<file path="src/fwp_pkg.sv">
package fwp_pkg;

  // ----------------------------------------------------------------
  // Geometry
  // ----------------------------------------------------------------
  localparam int          FWP_BLK_W          = 6;
  localparam logic [5:0]  FWP_LAST_BLK_16M   = 6'h26;  // Block 38
  localparam logic [5:0]  FWP_LAST_BLK_8M    = 6'h16;  // Block 22
  localparam logic [5:0]  FWP_BOT_MAIN_FIRST = 6'h08;  // First main block, bottom boot
  localparam logic [5:0]  FWP_BOT_PAR_LOCK   = 6'h01;  // Two lowest parameter blocks
  localparam logic [5:0]  FWP_TOP_MAIN_16M   = 6'h1E;  // Last main block, top boot, 16M
  localparam logic [5:0]  FWP_TOP_MAIN_8M    = 6'h0E;  // Last main block, top boot, 8M
  localparam logic [5:0]  FWP_TOP_PAR_OFS    = 6'h01;  // Top two parameter blocks

  // ----------------------------------------------------------------
  // Command codes
  // ----------------------------------------------------------------
  localparam logic [7:0]  FWP_CMD_READ_ARRAY = 8'hFF;
  localparam logic [7:0]  FWP_CMD_PROG_SETUP = 8'h40;
  localparam logic [7:0]  FWP_CMD_ERASE_SET  = 8'h20;
  localparam logic [7:0]  FWP_CMD_CONFIRM    = 8'hD0;
  localparam logic [7:0]  FWP_CMD_READ_STAT  = 8'h70;
  localparam logic [7:0]  FWP_CMD_CLR_STAT   = 8'h50;

  // ----------------------------------------------------------------
  // Status bits and timing
  // ----------------------------------------------------------------
  localparam int          FWP_SR_READY       = 7;
  localparam int          FWP_SR_ERASE_ERR   = 5;
  localparam int          FWP_SR_PROG_ERR    = 4;
  localparam int          FWP_SR_SUPPLY_ERR  = 3;  // supply_lockout_error_bit
  localparam int          FWP_SR_LOCK_ERR    = 1;
  localparam logic [7:0]  FWP_SR_RESET       = 8'h80;
  localparam int          FWP_CLK_MHZ        = 20;
  localparam int          FWP_OP_TIME_US     = 10;
  localparam int          FWP_OP_CYCLES      = FWP_OP_TIME_US * FWP_CLK_MHZ;

  // ----------------------------------------------------------------
  // Types
  // ----------------------------------------------------------------
  typedef enum logic [1:0] {
    FWP_FE_READ_ARRAY,
    FWP_FE_READ_STATUS,
    FWP_FE_PROG_WAIT,
    FWP_FE_ERASE_WAIT
  } fwp_front_e;

  typedef enum logic [1:0] {
    FWP_PWR_STANDBY,
    FWP_PWR_ACTIVE,
    FWP_PWR_AUTO_SAVE,
    FWP_PWR_RESET
  } fwp_power_e;

  // Host bus pins
  typedef struct packed {
    logic        chip_sel_n;
    logic        write_n;
    logic        out_en_n;
    logic        hw_reset_n;
    logic        write_prot_n;
    logic        vpp_ok;
    logic        vcc_ok;
    logic [5:0]  block;
    logic [15:0] word_addr;
    logic [7:0]  data;
  } fwp_bus_s;

  // Array write request toward the cell engine
  typedef struct packed {
    logic        valid;
    logic        erase;
    logic [5:0]  block;
    logic [15:0] word_addr;
    logic [15:0] data;
  } fwp_array_req_s;

endpackage

</file>
<file path="src/fwp_ctrl.sv">
`timescale 1ns/10ps
`default_nettype none

// Functional notes
// [RQ1] Program supply below lockout: every program or erase fails, supply error set.
// [RQ2] Write-protect low: program or erase of a lockable block refused, error reported.
// [RQ3] Top boot: blocks 37,38,0-30 (16M) or 21,22,0-14 (8M) lockable.
// [RQ4] Bottom boot: blocks 0,1,8-38 (16M) or 0,1,8-22 (8M) lockable.
// [RQ5] Unlocked blocks program and erase normally when program supply is adequate.
// [RQ6] Hardware reset low keeps device disabled, every block treated locked.
// [RQ7] Chip select low with reset high means active mode.
// [RQ8] After an array read, enter auto power save holding output data.
// [RQ9] Chip select high in read mode: standby, data pins floated.
// [RQ10] Chip select high during program or erase: operation runs to completion.
// [RQ11] Command write taken only with write strobe and chip select both low.
// [RQ12] Array changes only after a complete two-step command sequence.
// [RQ13] Latched command unchanged by supply, chip-select or sequencer activity.
// [RQ14] Read-array mode at power-up, deep power-down exit, core supply recovery.
// [RQ15] Host issues read-array after program or erase before expecting array data.
// [RQ16] Host should tie hardware reset to system reset; the test host drives it independently.
// [RQ17] Lock conditions checked on confirm; array untouched when a lock error flags.
module fwp_ctrl
  import fwp_pkg::*;
#(
  parameter bit          TOP_BOOT  = 1'b1,
  parameter bit          DENS_16M  = 1'b1,
  parameter int unsigned OP_CYCLES = FWP_OP_CYCLES
) (
  // Clock and reset
  input  wire logic           clock,
  input  wire logic           reset_n,
  // Host pins, asynchronous
  input  wire fwp_bus_s       bus_pins,
  // Array read data
  input  wire logic [15:0]    array_rdata,
  // Data pins
  output logic [15:0]         data_out,
  output logic                data_oe,
  // Array write request
  output fwp_array_req_s      array_req,
  // Mode indication
  output fwp_power_e          power_mode,
  output logic [7:0]          status
);

  // ----------------------------------------------------------------
  // Input synchroniser
  // ----------------------------------------------------------------
  fwp_bus_s sync1_q, sync1_d, sync2_q, sync2_d;

  // Two stages for every pin
  always_comb begin
    sync1_d = bus_pins;
    sync2_d = sync1_q;
  end

  always_ff @(posedge clock) begin
    sync1_q <= sync1_d;
    sync2_q <= sync2_d;
  end

  // ----------------------------------------------------------------
  // Lock decode
  // ----------------------------------------------------------------
  logic [5:0] last_blk;
  logic [5:0] top_main_last;
  logic       blk_lockable;
  logic       blk_locked;
  logic       write_strobe;
  logic       wr_prev_q, wr_prev_d;

  // Lockable set per boot arrangement and density
  always_comb begin
    last_blk      = DENS_16M ? FWP_LAST_BLK_16M : FWP_LAST_BLK_8M;
    top_main_last = DENS_16M ? FWP_TOP_MAIN_16M : FWP_TOP_MAIN_8M;
    if (TOP_BOOT) begin
      blk_lockable = (sync2_q.block <= top_main_last) ||                  // RQ3
                     (sync2_q.block >= last_blk - FWP_TOP_PAR_OFS &&
                      sync2_q.block <= last_blk);
    end else begin
      blk_lockable = (sync2_q.block <= FWP_BOT_PAR_LOCK) ||               // RQ4
                     (sync2_q.block >= FWP_BOT_MAIN_FIRST &&
                      sync2_q.block <= last_blk);
    end
    blk_locked = !sync2_q.hw_reset_n ||                                   // RQ6
                 (!sync2_q.write_prot_n && blk_lockable);                 // RQ2
  end

  // Write taken on rising edge of the combined strobe
  always_comb begin
    wr_prev_d    = !sync2_q.write_n && !sync2_q.chip_sel_n;               // RQ11
    write_strobe = wr_prev_q && !wr_prev_d && sync2_q.hw_reset_n;
  end

  // ----------------------------------------------------------------
  // Command front end and sequencer
  // ----------------------------------------------------------------
  fwp_front_e     front_q, front_d;
  logic [7:0]     status_q, status_d;
  logic [15:0]    busy_cnt_q, busy_cnt_d;
  fwp_array_req_s req_q, req_d;
  logic           vcc_ok_q, vcc_ok_d;
  logic           busy;

  always_comb begin
    busy       = busy_cnt_q != 16'h0000;
    front_d    = front_q;
    status_d   = status_q;
    req_d      = req_q;
    req_d.valid = 1'b0;
    busy_cnt_d = busy ? busy_cnt_q - 16'h0001 : busy_cnt_q;               // RQ10
    vcc_ok_d   = sync2_q.vcc_ok;
    status_d[FWP_SR_READY] = !busy;
    if (!sync2_q.hw_reset_n || (sync2_q.vcc_ok && !vcc_ok_q)) begin
      front_d = FWP_FE_READ_ARRAY;                                        // RQ14
    end else if (write_strobe && !busy) begin
      // Apart from hw reset and core supply recovery, only host writes alter the latched command
      unique case (front_q)                                               // RQ13
        FWP_FE_PROG_WAIT, FWP_FE_ERASE_WAIT: begin
          front_d = FWP_FE_READ_STATUS;
          if (front_q == FWP_FE_ERASE_WAIT &&
              sync2_q.data != FWP_CMD_CONFIRM) begin
            status_d[FWP_SR_ERASE_ERR] = 1'b1;
            status_d[FWP_SR_PROG_ERR]  = 1'b1;
          end else if (!sync2_q.vpp_ok) begin                             // RQ17
            status_d[FWP_SR_SUPPLY_ERR] = 1'b1;                           // RQ1
            status_d[front_q == FWP_FE_ERASE_WAIT ? FWP_SR_ERASE_ERR
                                                  : FWP_SR_PROG_ERR] = 1'b1;
          end else if (blk_locked) begin                                  // RQ17
            status_d[FWP_SR_LOCK_ERR] = 1'b1;                             // RQ2
            status_d[front_q == FWP_FE_ERASE_WAIT ? FWP_SR_ERASE_ERR
                                                  : FWP_SR_PROG_ERR] = 1'b1;
          end else begin
            // Second cycle completes the sequence
            req_d.valid     = 1'b1;                                       // RQ12
            req_d.erase     = front_q == FWP_FE_ERASE_WAIT;               // RQ5
            req_d.block     = sync2_q.block;
            req_d.word_addr = sync2_q.word_addr;
            req_d.data      = {8'h00, sync2_q.data};
            busy_cnt_d      = OP_CYCLES[15:0];
            status_d[FWP_SR_READY] = 1'b0;
          end
        end
        default: begin
          unique case (sync2_q.data)
            FWP_CMD_PROG_SETUP: front_d = FWP_FE_PROG_WAIT;
            FWP_CMD_ERASE_SET:  front_d = FWP_FE_ERASE_WAIT;
            FWP_CMD_READ_STAT:  front_d = FWP_FE_READ_STATUS;
            FWP_CMD_CLR_STAT: begin
              front_d  = FWP_FE_READ_STATUS;
              status_d = {status_d[7], 7'h00};
            end
            FWP_CMD_READ_ARRAY: front_d = FWP_FE_READ_ARRAY;
            default:            front_d = front_q;
          endcase
        end
      endcase
    end
  end

  always_ff @(posedge clock) begin
    if (!reset_n) begin
      front_q    <= FWP_FE_READ_ARRAY;                                    // RQ14
      status_q   <= FWP_SR_RESET;
      busy_cnt_q <= 16'h0000;
      req_q      <= '0;
      vcc_ok_q   <= 1'b1;                                                 // Idle level, no false rise
      wr_prev_q  <= 1'b0;
    end else begin
      front_q    <= front_d;
      status_q   <= status_d;
      busy_cnt_q <= busy_cnt_d;
      req_q      <= req_d;
      vcc_ok_q   <= vcc_ok_d;
      wr_prev_q  <= wr_prev_d;
    end
  end

  // ----------------------------------------------------------------
  // Power modes and data pins
  // ----------------------------------------------------------------
  fwp_power_e  power_q, power_d;
  logic [15:0] data_q, data_d;
  logic        oe_q, oe_d;
  logic [15:0] last_addr_q, last_addr_d;
  logic        read_now;

  always_comb begin
    power_d     = power_q;
    data_d      = data_q;
    last_addr_d = last_addr_q;
    read_now    = !sync2_q.chip_sel_n && !sync2_q.out_en_n && sync2_q.hw_reset_n;
    oe_d        = read_now;
    if (!sync2_q.hw_reset_n) begin
      power_d = FWP_PWR_RESET;                                            // RQ6
      oe_d    = 1'b0;
    end else if (sync2_q.chip_sel_n) begin
      // Standby only when idle and in read mode
      if (busy) begin
        power_d = FWP_PWR_ACTIVE;                                         // RQ10
      end else if (front_q == FWP_FE_READ_ARRAY) begin
        power_d = FWP_PWR_STANDBY;                                        // RQ9
      end else begin
        power_d = FWP_PWR_ACTIVE;
      end
      oe_d = 1'b0;                                                        // RQ9
    end else if (front_q == FWP_FE_READ_ARRAY && read_now && oe_q &&
                 last_addr_q == sync2_q.word_addr && !busy) begin
      // Save only once the same word is already driven, never stale data
      power_d = FWP_PWR_AUTO_SAVE;                                        // RQ8
    end else begin
      power_d = FWP_PWR_ACTIVE;                                           // RQ7
      if (read_now) begin
        last_addr_d = sync2_q.word_addr;
        data_d = (front_q == FWP_FE_READ_ARRAY) ? array_rdata             // RQ15
                                                : {8'h00, status_q};
      end
    end
  end

  always_ff @(posedge clock) begin
    if (!reset_n) begin
      power_q     <= FWP_PWR_RESET;
      data_q      <= 16'h0000;
      oe_q        <= 1'b0;
      last_addr_q <= 16'h0000;
    end else begin
      power_q     <= power_d;
      data_q      <= data_d;
      oe_q        <= oe_d;
      last_addr_q <= last_addr_d;
    end
  end

  // Outputs straight from flip-flops
  assign data_out   = data_q;
  assign data_oe    = oe_q;
  assign array_req  = req_q;
  assign power_mode = power_q;
  assign status     = status_q;

endmodule

`default_nettype wire

</file>
<file path="config.mk">
export PLATFORM = sky130hd
export DESIGN_NAME = fwp_ctrl
export DESIGN_NICKNAME = d
export VERILOG_FILES = /design/src/fwp_pkg.sv /design/src/fwp_ctrl.sv
export SDC_FILE = /design/constraint.sdc
export NUM_CORES = 1
export LEC_CHECK = 0
export BUFFER_PORTS_ARGS = -buffer_cell sky130_fd_sc_hd__buf_4
export CORE_MARGIN = 2
export CORE_UTILIZATION = 55
export CTS_BUF_LIST = sky130_fd_sc_hd__clkbuf_8
export DETAILED_ROUTE_END_ITERATION = 10
export PLACE_DENSITY = 0.8
export RECOVER_POWER = 50
export SYNTH_ARGS = -nofsm -noshare
export SYNTH_HDL_FRONTEND = slang
export SYNTH_SLANG_ARGS = --single-unit
export TNS_END_PERCENT = 10
</file>
<file path="constraint.sdc">
create_clock -name clock -period 3.2 [get_ports clock]
set_input_delay 0.64 -clock clock [delete_from_list [all_inputs] [get_ports clock]]
set_output_delay 0.64 -clock clock [all_outputs]
set_load 0.05 [all_outputs]
</file>
### Word-level counts from Yosys, hierarchy flattened

Cells that the tools add are included.
W data, S select, Z words.

* logic and storage cells: 135
* bits in read-only memories: 0
* register bits after elaboration: 169
* output and inout bits: 67
* bits of input ports: 55
* latch bits: 0
* RAM bits: 0
* memories kept: 0

* reductions and logical operators: 41
* muxes and demuxes: 28
* shift-type cells: 0
* add/sub/neg operators: 1
* multiply operators: 0
* eq/ne operators: 12
* divide/modulo/power cells: 0
* $lt $le $gt $ge: 5
* bitwise gates (word level): 12

Operators with widths (count)
* $mux W16: 8
* $mux W40: 1
* $mux W8: 4
* $eq A8 B7 Y1 const B: 3
* $eq A16 B16 Y1: 1
* $or A8 B8 Y8: 2
* $reduce_bool A16 Y1: 1
* $sub A16 B1 Y16 const B: 1
* $logic_and A1 B1 Y1: 15
* $mux W7: 2
* $mux W2: 5
* $not A1 Y1: 10
* $eq A8 B6 Y1 const B: 1
* $eq A8 B8 Y1 const B: 1
* $logic_not A1 Y1: 8
* $ne A8 B8 Y1 const B: 1
* $pmux W2 S4: 1
* $reduce_and A4 Y1: 2
* $ge A6 B6 Y1 const B: 1
* $le A6 B5 Y1 const B: 1
* $le A6 B6 Y1 const B: 1
* $reduce_and A6 Y1: 1
* $reduce_or A2 Y1: 3
* $reduce_or A6 Y1: 1
* other kinds (16): 24

### Longest topological paths before layout

Gate-level depths: netlist of the first run.

* depth after elaboration: 13
* depth in mapped cells: 9

### Least setup slack after synthesis of the first run

Ideal clock, no wire load.

* path kind: flip-flop to flip-flop
* from: register busy_cnt_q[0]
* to: register data_q[0] (netlist: data_out[0])
* path slack: 1.011 ns
* cell stages (with the launch flop): 9
* data required time: 3.128 ns
* data arrival time: 2.117 ns
* clock period less this slack: 2.189 ns
* cell sequence: dfxtp_1 -> inv_1 -> ha_1 -> nor3b_1 -> nand4_4 -> or3_4 -> o21ai_4 -> buf_12 -> mux2i_1

* cells in the longest elaborated chain, start to end: 5

Ends and longest elaborated chain
* start: declaration: RTL line fwp_ctrl.sv:100 `logic [15:0] busy_cnt_q, busy_cnt_d;`
* start signal: assignment: RTL line fwp_ctrl.sv:172 `busy_cnt_q <= busy_cnt_d;`
* $reduce_bool A16 Y1: RTL line fwp_ctrl.sv:106 `busy = busy_cnt_q != 16'h0000;`
* $logic_not A1 Y1: RTL line fwp_ctrl.sv:208 `last_addr_q == sync2_q.word_addr && !busy) begin`
* $logic_and A1 B1 Y1: RTL line fwp_ctrl.sv:208
* $not A1 Y1 (no line)
* $reduce_and A4 Y1 (no line)
* end signal: assignment: RTL line fwp_ctrl.sv:229 `data_q <= data_d;`
* end: declaration: RTL line fwp_ctrl.sv:183 `logic [15:0] data_q, data_d;`

No other way between the ends.
A chain may end at the register's enable or synchronous reset.

==> summary.txt, run 1 <==
Finish
  – Final net count: 729
  – P&R area growth vs syn: 18.7%
  – Post-Layout Cell Count: ~830
  – Layout cells sized above 1: roughly a fifth
  – Antenna Cells: 0
  – Design Area, Final: between 7000 and 8000 sq um

Drt
  – Vias per cell: 5.10
  – Total detailed-routing wirelength: around 12 mm
  – Routed WL per cell: ~14 um
  – Via count: about 4200
  – Number of DRC markers in iteration 0: roughly 220
  – Antenna Nets Post-Route: 0
  – Post-route DRC violation count: 0
  – First-pass DRT Iterations: 4

Synthesis
  – Largest area contributor in the netlist: dfxtp_1
  – Post-synth top area share: around 56%
  – Cell count after synthesis: ~560
  – Yosys warning count: 0
  – Sequential-to-total area share from yosys stat: ~56%
  – Post-synth EDFFs: 0
  – Count leader, synth: dfxtp_1
  – Syn_area_per_cell: roughly 11 sq um
  – Primary FF master, synth: dfxtp_1
  – Asr flop ratio synth: 0%
  – Post-synth top cells: dfxtp_1 (169), nand2_1 (114), mux2i_1 (65)
  – #FFs+latches synth: around 170
  – Top post-synthesis cells by area: dfxtp_1 (56%), mux2i_1 (11%), nand2_1 (7.1%), xnor2_1 (2.9%), mux2_2 (1.5%)
  – Synthesized cell area: approximately 6000 sq um
  – Synth cell types: 57

Placed design
  – Placed cell areas: about 6900 sq um
  – Pre-CTS WS: around 650 ps
  – Placed Cells incl. Taps: 794
  – Dpl hpwl: about 8.4 mm
  – I/O Buffers: approximately 110
  – Gpl congestion: around 0.91

Clocking
  – Setup repair bufs after CTS: 0
  – CTS max path bufs: 2
  – CTS tree: yes
  – Worst skew pair latency: roughly 440 ps
  – CTS sink cnt: roughly 170
  – CTS buffer count: 17
  – CTS resizes: 0
  – Worst-path clk slew: around 90 ps
  – Hold Buf Count CTS: 0
  – H-Tree Depth: 4
  – Root Buffer: clkbuf_8

Setup path
  – Critical setup path kind: in -> reg
  – CP arrival: approximately 3000 ps
  – Cell Chain, Critical Path: clkbuf_2, clkbuf_1, nand2_1, mux2i_1
  – Critical Path RT: 3580 ps
  – CP Launch Type: primary input
  – Worst path max stage delay: between 1000 and 1500 ps
  – Slowest CP cell: clkbuf_1
  – Critical Path Fanout Max: 59
  – Worst setup EP type: flip-flop

STA
  – Slew Viols, Final: 0
  – Setup TNS: 0 ps
  – Fmax: ~0.37 GHz
  – Period Utilization, post-route: between 80% and 90%
  – Crit path time final: 2680 ps
  – Setup Skew: about 6.4 ps
  – RSZ-0062 raised after global routing: no
  – Final worst setup slack: roughly 520 ps
  – Slew HR: around 2.6%
  – Tightest Pin Transition: ~1500 ps
  – Final setup fails: 0
  – Final Hold Vio Count: 0

Outcome
  – Status: finished, final reports clean

Power and ir drop
  – Power per Cell Area: about 660 nW/um^2
  – Final Total Pwr: approximately 0.0047 W
  – Int Pwr: around 0.0033 W
  – Switching portion of total power: about 30%
  – Peak VDD IR: between 0.4 and 0.5 mV
  – Seq pwr share: around 51%
  – Comb power frac: 18.1%
  – Switch Pwr: between 0.001 and 0.0015 W
  – Clock Power Share: roughly 31%
  – Leak: 3.14 nW

GRT
  – Grt ovf: 0
  – Vias in the first global route: about 4000
  – Total Routing Usage GR: 21.1%
  – First-pass GRT wire length: roughly 19 mm
  – Pin count of the biggest net entering global routing: 60
  – Initial antenna violation count: 0

Run
  – Maximum Capacitance Violations: 0

Die
  – Die Y-Extent: 108 um
  – Die X: about 110 um
  – I/O pin cnt: about 120
  – Initial Utilization: roughly 56%
  – Cell row count: 38
  – Core area: 10700 sq um
  – Die Area: about 12000 sq um

Min path
  – Worst hold path class: in -> reg
==> per-layer routing <==
layer  track usage [%]  part of all wire (%)  up-vias
met3              5.79                   6.1       23
met4              8.42                   2.1        0
met5                 0                     0        -
li1                  -                     -     2110
met2              34.5                    47      141
met1              26.6                    45     1937
==> layout by cell type, fill, tap and decap left out, drive strengths merged, types with 10 or more instances in the layout <==
cell / count
nor2: 24
buf: 42
dfxtp: 169
clkbuf: 97
nand4: 11
xnor2: 20
nor3: 12
nand3: 17
mux2i: 65
inv: 10
nand2: 114
==> metrics by stage <==
stage	hold slack [ps]	utilization [%]
after floorplan	310	-
after CTS	275	67.5
after detailed placement	312	63.9
final	312	66.2
after global placement	311	63.9
after global routing	288	66.2
==> flip-flops by register name, summed over array words and instances, names as in the netlist, 2 cells and up <==
signal and flops:
busy_cnt_q 16, front_q 2, array_req 32, status 8, power_mode 2, last_addr_q 16
sync1_q 37, sync2_q 36, data_out 16
==> logic make-up after synthesis <==
| group | after synthesis | synth area share (%) |
|---|---|---|
| multiplexers | 73 | 12.4 |
| AO/OA/AOI/OAI | 30 | 3.89 |
| buffers and inverters | 39 | 4.43 |
| other | 1 | 0.0626 |
| AND/OR/NAND/NOR | 221 | 18.6 |
| flip-flops | 169 | 56.5 |
| adder cells (fa/ha/maj) | 1 | 0.209 |
| XOR/XNOR | 27 | 3.95 |
==> worst max-delay path: cells and delay by family <==
kind	cells	cell delay, ps
AND/OR/NAND/NOR	1	240
buffers and inverters	2	1940
multiplexers	1	190
==> final timing paths <==
kind	startpoint	end	slack (ps)	depth (start not counted)
worst max-delay path	reset_n	array_req[30]	520	4
worst min-delay path	bus_pins[20]	sync1_q[20]	310	1
worst max register to register	busy_cnt_q[0]	last_addr_q[8]	610	8
worst min register to register	sync1_q[14]	sync2_q[14]	330	0
==> area by class of cell <==
type	instances	area, sq um
inverters	6	22.5
well taps	140	175
repair buffers	119	769
flip-flops and latches	169	3380
clock buffers	20	275
multi-input cells	360	2370
clock inverters	12	115
fillers	863	3640
==> power by group through the flow <==
stage	Sequential (W)	Combinational [W]	Clock, W
floorplan	0.00244	0.000630	0
global placement	0.00241	0.000837	0
finish	0.00237	0.000845	0.00145
CTS	0.00237	0.000859	0.00148
detailed placement	0.00242	0.000851	0
global route	0.00239	0.000943	0.00159
Power figures use the tool's default switching activity.
==> run 2, diff against run 1 <==
- ABC_AREA: unset -> 1
- CORE_UTILIZATION: 55 -> 51
- PLACE_DENSITY: 0.8 -> 0.78
- clock period: 3.2 -> 2.4 ns (I/O delays scaled with it)
==> summary.txt, run 2 <==
STA
  – Setup TNS: 0 ps
  – Slew Viols, Final: 0
  – Fmax: approximately 0.47 GHz
  – Setup Skew: 11.5 ps
  – Slew HR: around 4%
  – Final setup fails: 0
  – Final worst setup slack: roughly 290 ps
  – Crit path time final: ~2100 ps
  – Tightest Pin Transition: between 1000 and 1500 ps
  – RSZ-0062 raised after global routing: no
  – Period Utilization, post-route: between 80% and 90%
  – Final hold slack: approximately 140 ps
  – Final Hold Vio Count: 0

Finish
  – P&R area growth vs syn: 20.0%
  – Leading cell type in the layout, fill and taps excluded: nand2_1
  – Antenna Cells: 0
  – Final Util: 63.0%
  – Top reg by flops: sync1_q
  – Commonest non-fill, non-tap cells in the layout: nand2_1 (199), dfxtp_1 (169), nor2_1 (88), nand3_1 (82), inv_1 (66)
  – Layout cells sized above 1: around 15%
  – Max reg flops: 37
  – Final net count: between 900 and 1000
  – FILL cells: between 1000 and 1500

Drt
  – Post-route DRC violation count: 0
  – Antenna Nets Post-Route: 0
  – Vias per cell: between 4 and 5
  – Total detailed-routing wirelength: around 13 mm
  – Routed WL per cell: ~13 um
  – First-pass DRT Iterations: 5
  – Number of DRC markers in iteration 0: 267
  – Via count: 4977

Clocking
  – Root Buffer: clkbuf_8
  – CTS tree: yes
  – Worst-path clk slew: 80 ps
  – CTS buffer count: 17
  – Hold Buf Count CTS: 0
  – Worst skew pair latency: 450 ps
  – H-Tree Depth: 4
  – CTS sink cnt: between 150 and 200
  – CTS max path bufs: 2

Setup path
  – Worst setup EP type: flip-flop
  – CP arrival: around 2500 ps
  – Critical Path Fanout Max: 32
  – Critical setup path kind: reg -> reg
  – Critical Path RT: between 2000 and 3000 ps
  – CP Launch Type: flip-flop

Synthesis
  – #FFs+latches synth: around 170
  – Post-synth top cells: nand2_1 (199), dfxtp_1 (169), nor2_1 (89)
  – Count leader, synth: nand2_1
  – Asr flop ratio synth: 0%
  – Top post-synthesis cells by area: dfxtp_1 (56%), nand2_1 (12%), nand3_1 (6.8%), nor2_1 (5.6%), inv_1 (4.0%)
  – Post-synth EDFFs: 0
  – Post-synth top area share: a little under three fifths
  – Syn_area_per_cell: between 7 and 8 sq um
  – Sequential-to-total area share from yosys stat: 56.3%
  – Primary FF master, synth: dfxtp_1
  – Yosys warning count: 0
  – Synth cell types: 32
  – Synthesized cell area: 6010 sq um
  – Largest area contributor in the netlist: dfxtp_1
  – Cell count after synthesis: 753

Die
  – Cell row count: 39
  – Die Area: approximately 13000 sq um
  – Die X: 113 um
  – I/O pin cnt: around 120
  – Core area: 11500 sq um
  – Die Y-Extent: roughly 110 um
  – Initial Utilization: about 52%

GRT
  – Grt ovf: 0
  – Vias in the first global route: 4416
  – First-pass GRT wire length: roughly 21 mm
  – Pin count of the biggest net entering global routing: between 70 and 80
  – Initial antenna violation count: 0
  – Total Routing Usage GR: a little over a fifth

Power and ir drop
  – Final Total Pwr: between 0.006 and 0.007 W
  – Leak: 3.41 nW
  – Peak VDD IR: between 0.5 and 0.6 mV
  – Power per Cell Area: 923 nW/um^2

Placed design
  – Gpl congestion: ~0.9
  – Pre-CTS WS: roughly 24 ps
  – I/O Buffers: between 100 and 150
  – Dpl hpwl: about 8.9 mm

Run
  – Maximum Capacitance Violations: 0

Min path
  – Worst hold path class: in -> reg

Outcome
  – Status: finished, final reports clean
==> run 2: cell count changes in the layout (fill, tap and decap cells not counted), moves of 7 or more <==
cell     change
nand2_1     +85
nand3_1     +67
nor2_1      +64
mux2i_1     -62
inv_1       +60
a21oi_1     +43
xnor2_1     -11
mux2_2       -8
nor2_2       +7
==> run 2: cells by family after synthesis <==
group,Yosys count,synth area share [%]
mux,3,0.499
fa+ha+maj,1,0.208
xor+xnor,14,2.04
buf+inv,106,7.63
other cells,1,0.0623
compound gates,60,5.18
simple gates,399,28.1
flops,169,56.3
==> run 2: routing by layer <==
layer / global-route usage, % / vias up / share of wire, %
met1: 27.9 / 2278 / 45
met4: 7.15 / 0 / 1.5
met3: 5.56 / 19 / 5.2
met5: 0 / - / 0
met2: 33.5 / 119 / 48
li1: - / 2561 / -
==> run 2: timing repair <==
item                                    CTS  global route
resized for setup                         1             0
endpoints found under the setup margin    2             0
buffers inserted                          0             0
==> run 2: where the power goes <==
| part | switching (W) | leakage (nW) | internal (W) |
|---|---|---|---|
| registers | 0.000164 | 1.40 | 0.00303 |
| logic | 0.000857 | 1.80 | 0.000528 |
| clock network | 0.000976 | 0.218 | 0.00111 |
==> run 2: path summary, 6_finish.rpt <==
check / startpoint / end / slack (ps) / cells after the start
worst min-delay path: bus_pins[14] / sync1_q[14] / 140 / 1
worst max-delay path: busy_cnt_q[0] / array_req[7] / 290 / 11
worst min register to register: sync1_q[12] / sync2_q[12] / 330 / 0
worst max register to register: busy_cnt_q[0] / array_req[7] / 290 / 11
==> run 2: metrics by stage <==
step | std cells | area (sq um)
3_3_place_gp | 986 | 6940
4_1_cts | 1018 | 7370
3_5_place_dp | 986 | 6940
2_1_floorplan | 760 | 6040
5_1_grt | 1018 | 7220
6_report | 1018 | 7220
==> run 2: layout make-up <==
cell class | instances | area (sq um) | share of cell area [%]
Tap cell | 143 | 179 | 2.48
Multi-Input combinational cell | 485 | 2210 | 30.6
Timing Repair Buffer | 121 | 772 | 10.7
Sequential cell | 169 | 3380 | 46.9
Inverter | 68 | 255 | 3.54
Clock buffer | 20 | 275 | 3.81
Clock inverter | 12 | 149 | 2.06
==> run 2: worst max-delay path, cell delays in order (launching register included) <==
cell	delay, ps
dfxtp_1	310
inv_1	110
ha_1	230
nand2_2	120
nor2_4	140
nand3_4	120
nor2_2	130
nand2_1	110
nor2_4	160
buf_4	360
nand3_1	140
nand2_1	120
==> run 3, diff against run 2 <==
- CORE_MARGIN: 2 -> 8
==> summary.txt, run 3 (synthesized netlist as in run 2, its figures left out) <==
Outcome
  – Status: finished, final reports clean

Finish
  – P&R area growth vs syn: 20.0%
  – FILL cells: ~1000
  – Leading cell type in the layout, fill and taps excluded: nand2_1
  – Commonest non-fill, non-tap cells in the layout: nand2_1 (199), dfxtp_1 (169), nor2_1 (88), nand3_1 (82), inv_1 (66)
  – Max reg flops: 37
  – Layout cells sized above 1: 15.0%
  – Final net count: between 900 and 1000
  – Design Area, Final: around 7200 sq um
  – Antenna Cells: 0
  – Top reg by flops: sync1_q

GRT
  – First-pass GRT wire length: around 22 mm
  – Initial antenna violation count: 0
  – Vias in the first global route: 4615
  – Grt ovf: 0
  – Total Routing Usage GR: approximately 17%
  – Pin count of the biggest net entering global routing: approximately 70

Clocking
  – Root Buffer: clkbuf_8
  – Worst skew pair latency: 460 ps
  – CTS buffer count: 17
  – CTS tree: yes
  – H-Tree Depth: 4
  – CTS max path bufs: 2
  – CTS sink cnt: about 170
  – Hold Buf Count CTS: 0
  – Worst-path clk slew: roughly 90 ps

Setup path
  – Critical setup path kind: reg -> reg
  – Critical Path Fanout Max: 32
  – Worst setup EP type: flip-flop
  – CP most frequent cell: nor2_4
  – CP arrival: roughly 2400 ps
  – Largest delay share family, worst path: simple AND/OR/NAND/NOR gates
  – Worst path max stage delay: around 360 ps
  – Slowest CP cell: buf_4
  – CP Launch Type: flip-flop
  – Critical Path RT: 2690 ps
  – Cell Chain, Critical Path: inv_1, ha_1, nand2_2, nor2_4, nand3_4, nor2_2, nand2_1, nor2_4, buf_4, o21ai_0
  – CP bufs+invs: 2

STA
  – Crit path time final: approximately 2100 ps
  – Tightest Pin Transition: ~790 ps
  – Period Utilization, post-route: ~88%
  – Setup Skew: between 15 and 20 ps
  – Fmax: about 0.47 GHz
  – Final Hold Vio Count: 0
  – Slew Viols, Final: 0
  – Slew HR: between 40% and 50%
  – RSZ-0062 raised after global routing: no
  – Final setup fails: 0
  – Setup TNS: 0 ps

Die
  – I/O pin cnt: roughly 120
  – Die X: about 120 um
  – Die Y-Extent: around 120 um
  – Core area: around 11000 sq um
  – Initial Utilization: a little over half
  – Cell row count: 39
  – Die Area: roughly 16000 sq um

Power and ir drop
  – Power per Cell Area: 922 nW/um^2
  – Leak: between 3 and 4 nW
  – Peak VDD IR: roughly 0.54 mV

Placed design
  – Gpl congestion: roughly 0.87
  – Dpl hpwl: approximately 9.4 mm
  – Placed cell areas: 6940 sq um
  – I/O Buffers: ~110

Run
  – Maximum Capacitance Violations: 0

Drt
  – Vias per cell: 4.85
  – Number of DRC markers in iteration 0: ~380
  – First-pass DRT Iterations: 4
  – Routed WL per cell: 13.3 um
  – Via count: slightly below 5000
  – Total detailed-routing wirelength: 13.5 mm
  – Antenna Nets Post-Route: 0
  – Post-route DRC violation count: 0

Min path
  – Worst hold path class: in -> reg
## run 3: power breakdown
group          leakage, nW  internal [W]  switching, W
combinational         1.80      0.000522      0.000858
clock                0.209       0.00106       0.00102
sequential            1.40       0.00303      0.000156
## run 3: layout make-up
| type | instances | area (sq um) | area share (%) |
|---|---|---|---|
| Inverter | 68 | 255 | 3.54 |
| Timing Repair Buffer | 121 | 774 | 10.7 |
| Clock inverter | 14 | 173 | 2.39 |
| Multi-Input combinational cell | 485 | 2210 | 30.6 |
| Clock buffer | 18 | 248 | 3.43 |
| Tap cell | 143 | 179 | 2.48 |
| Sequential cell | 169 | 3380 | 46.9 |
## run 3: path summary, 6_finish.rpt
check	startpoint	end	slack [ps]	cells past startpoint
hold / removal	bus_pins[25]	sync1_q[25]	130	1
setup reg to reg	busy_cnt_q[0]	status[7]	290	10
hold reg to reg	sync1_q[31]	sync2_q[31]	320	0
setup / recovery	busy_cnt_q[0]	status[7]	290	10
## run 3: what timing repair did
| action | CTS | global route |
|---|---|---|
| resized for setup | 0 | 1 |
| setup endpoints to repair | 0 | 31 |
| setup buffers | 0 | 0 |
## run 3: routing by layer
layer  part of all wire, %  vias to the layer above  global-route usage [%]
met1                    46                     2251                    20.5
met4                   1.9                        0                    5.88
met5                     0                        -                       0
met3                   4.9                       16                    6.00
li1                      -                     2561                       -
met2                    48                      105                    28.1
## run 3: through the flow
step	setup slack [ps]	util (%)	cells	hold WS, ps	power, W
6_report	291	62.9	1018	135	0.00666
5_1_grt	77.7	62.9	1018	106	0.00701
4_1_cts	23.0	64.2	1018	100	0.00671
3_5_place_dp	69.2	60.5	986	312	0.00464
3_3_place_gp	144	60.5	986	310	0.00462
2_1_floorplan	675	-	760	310	0.00432
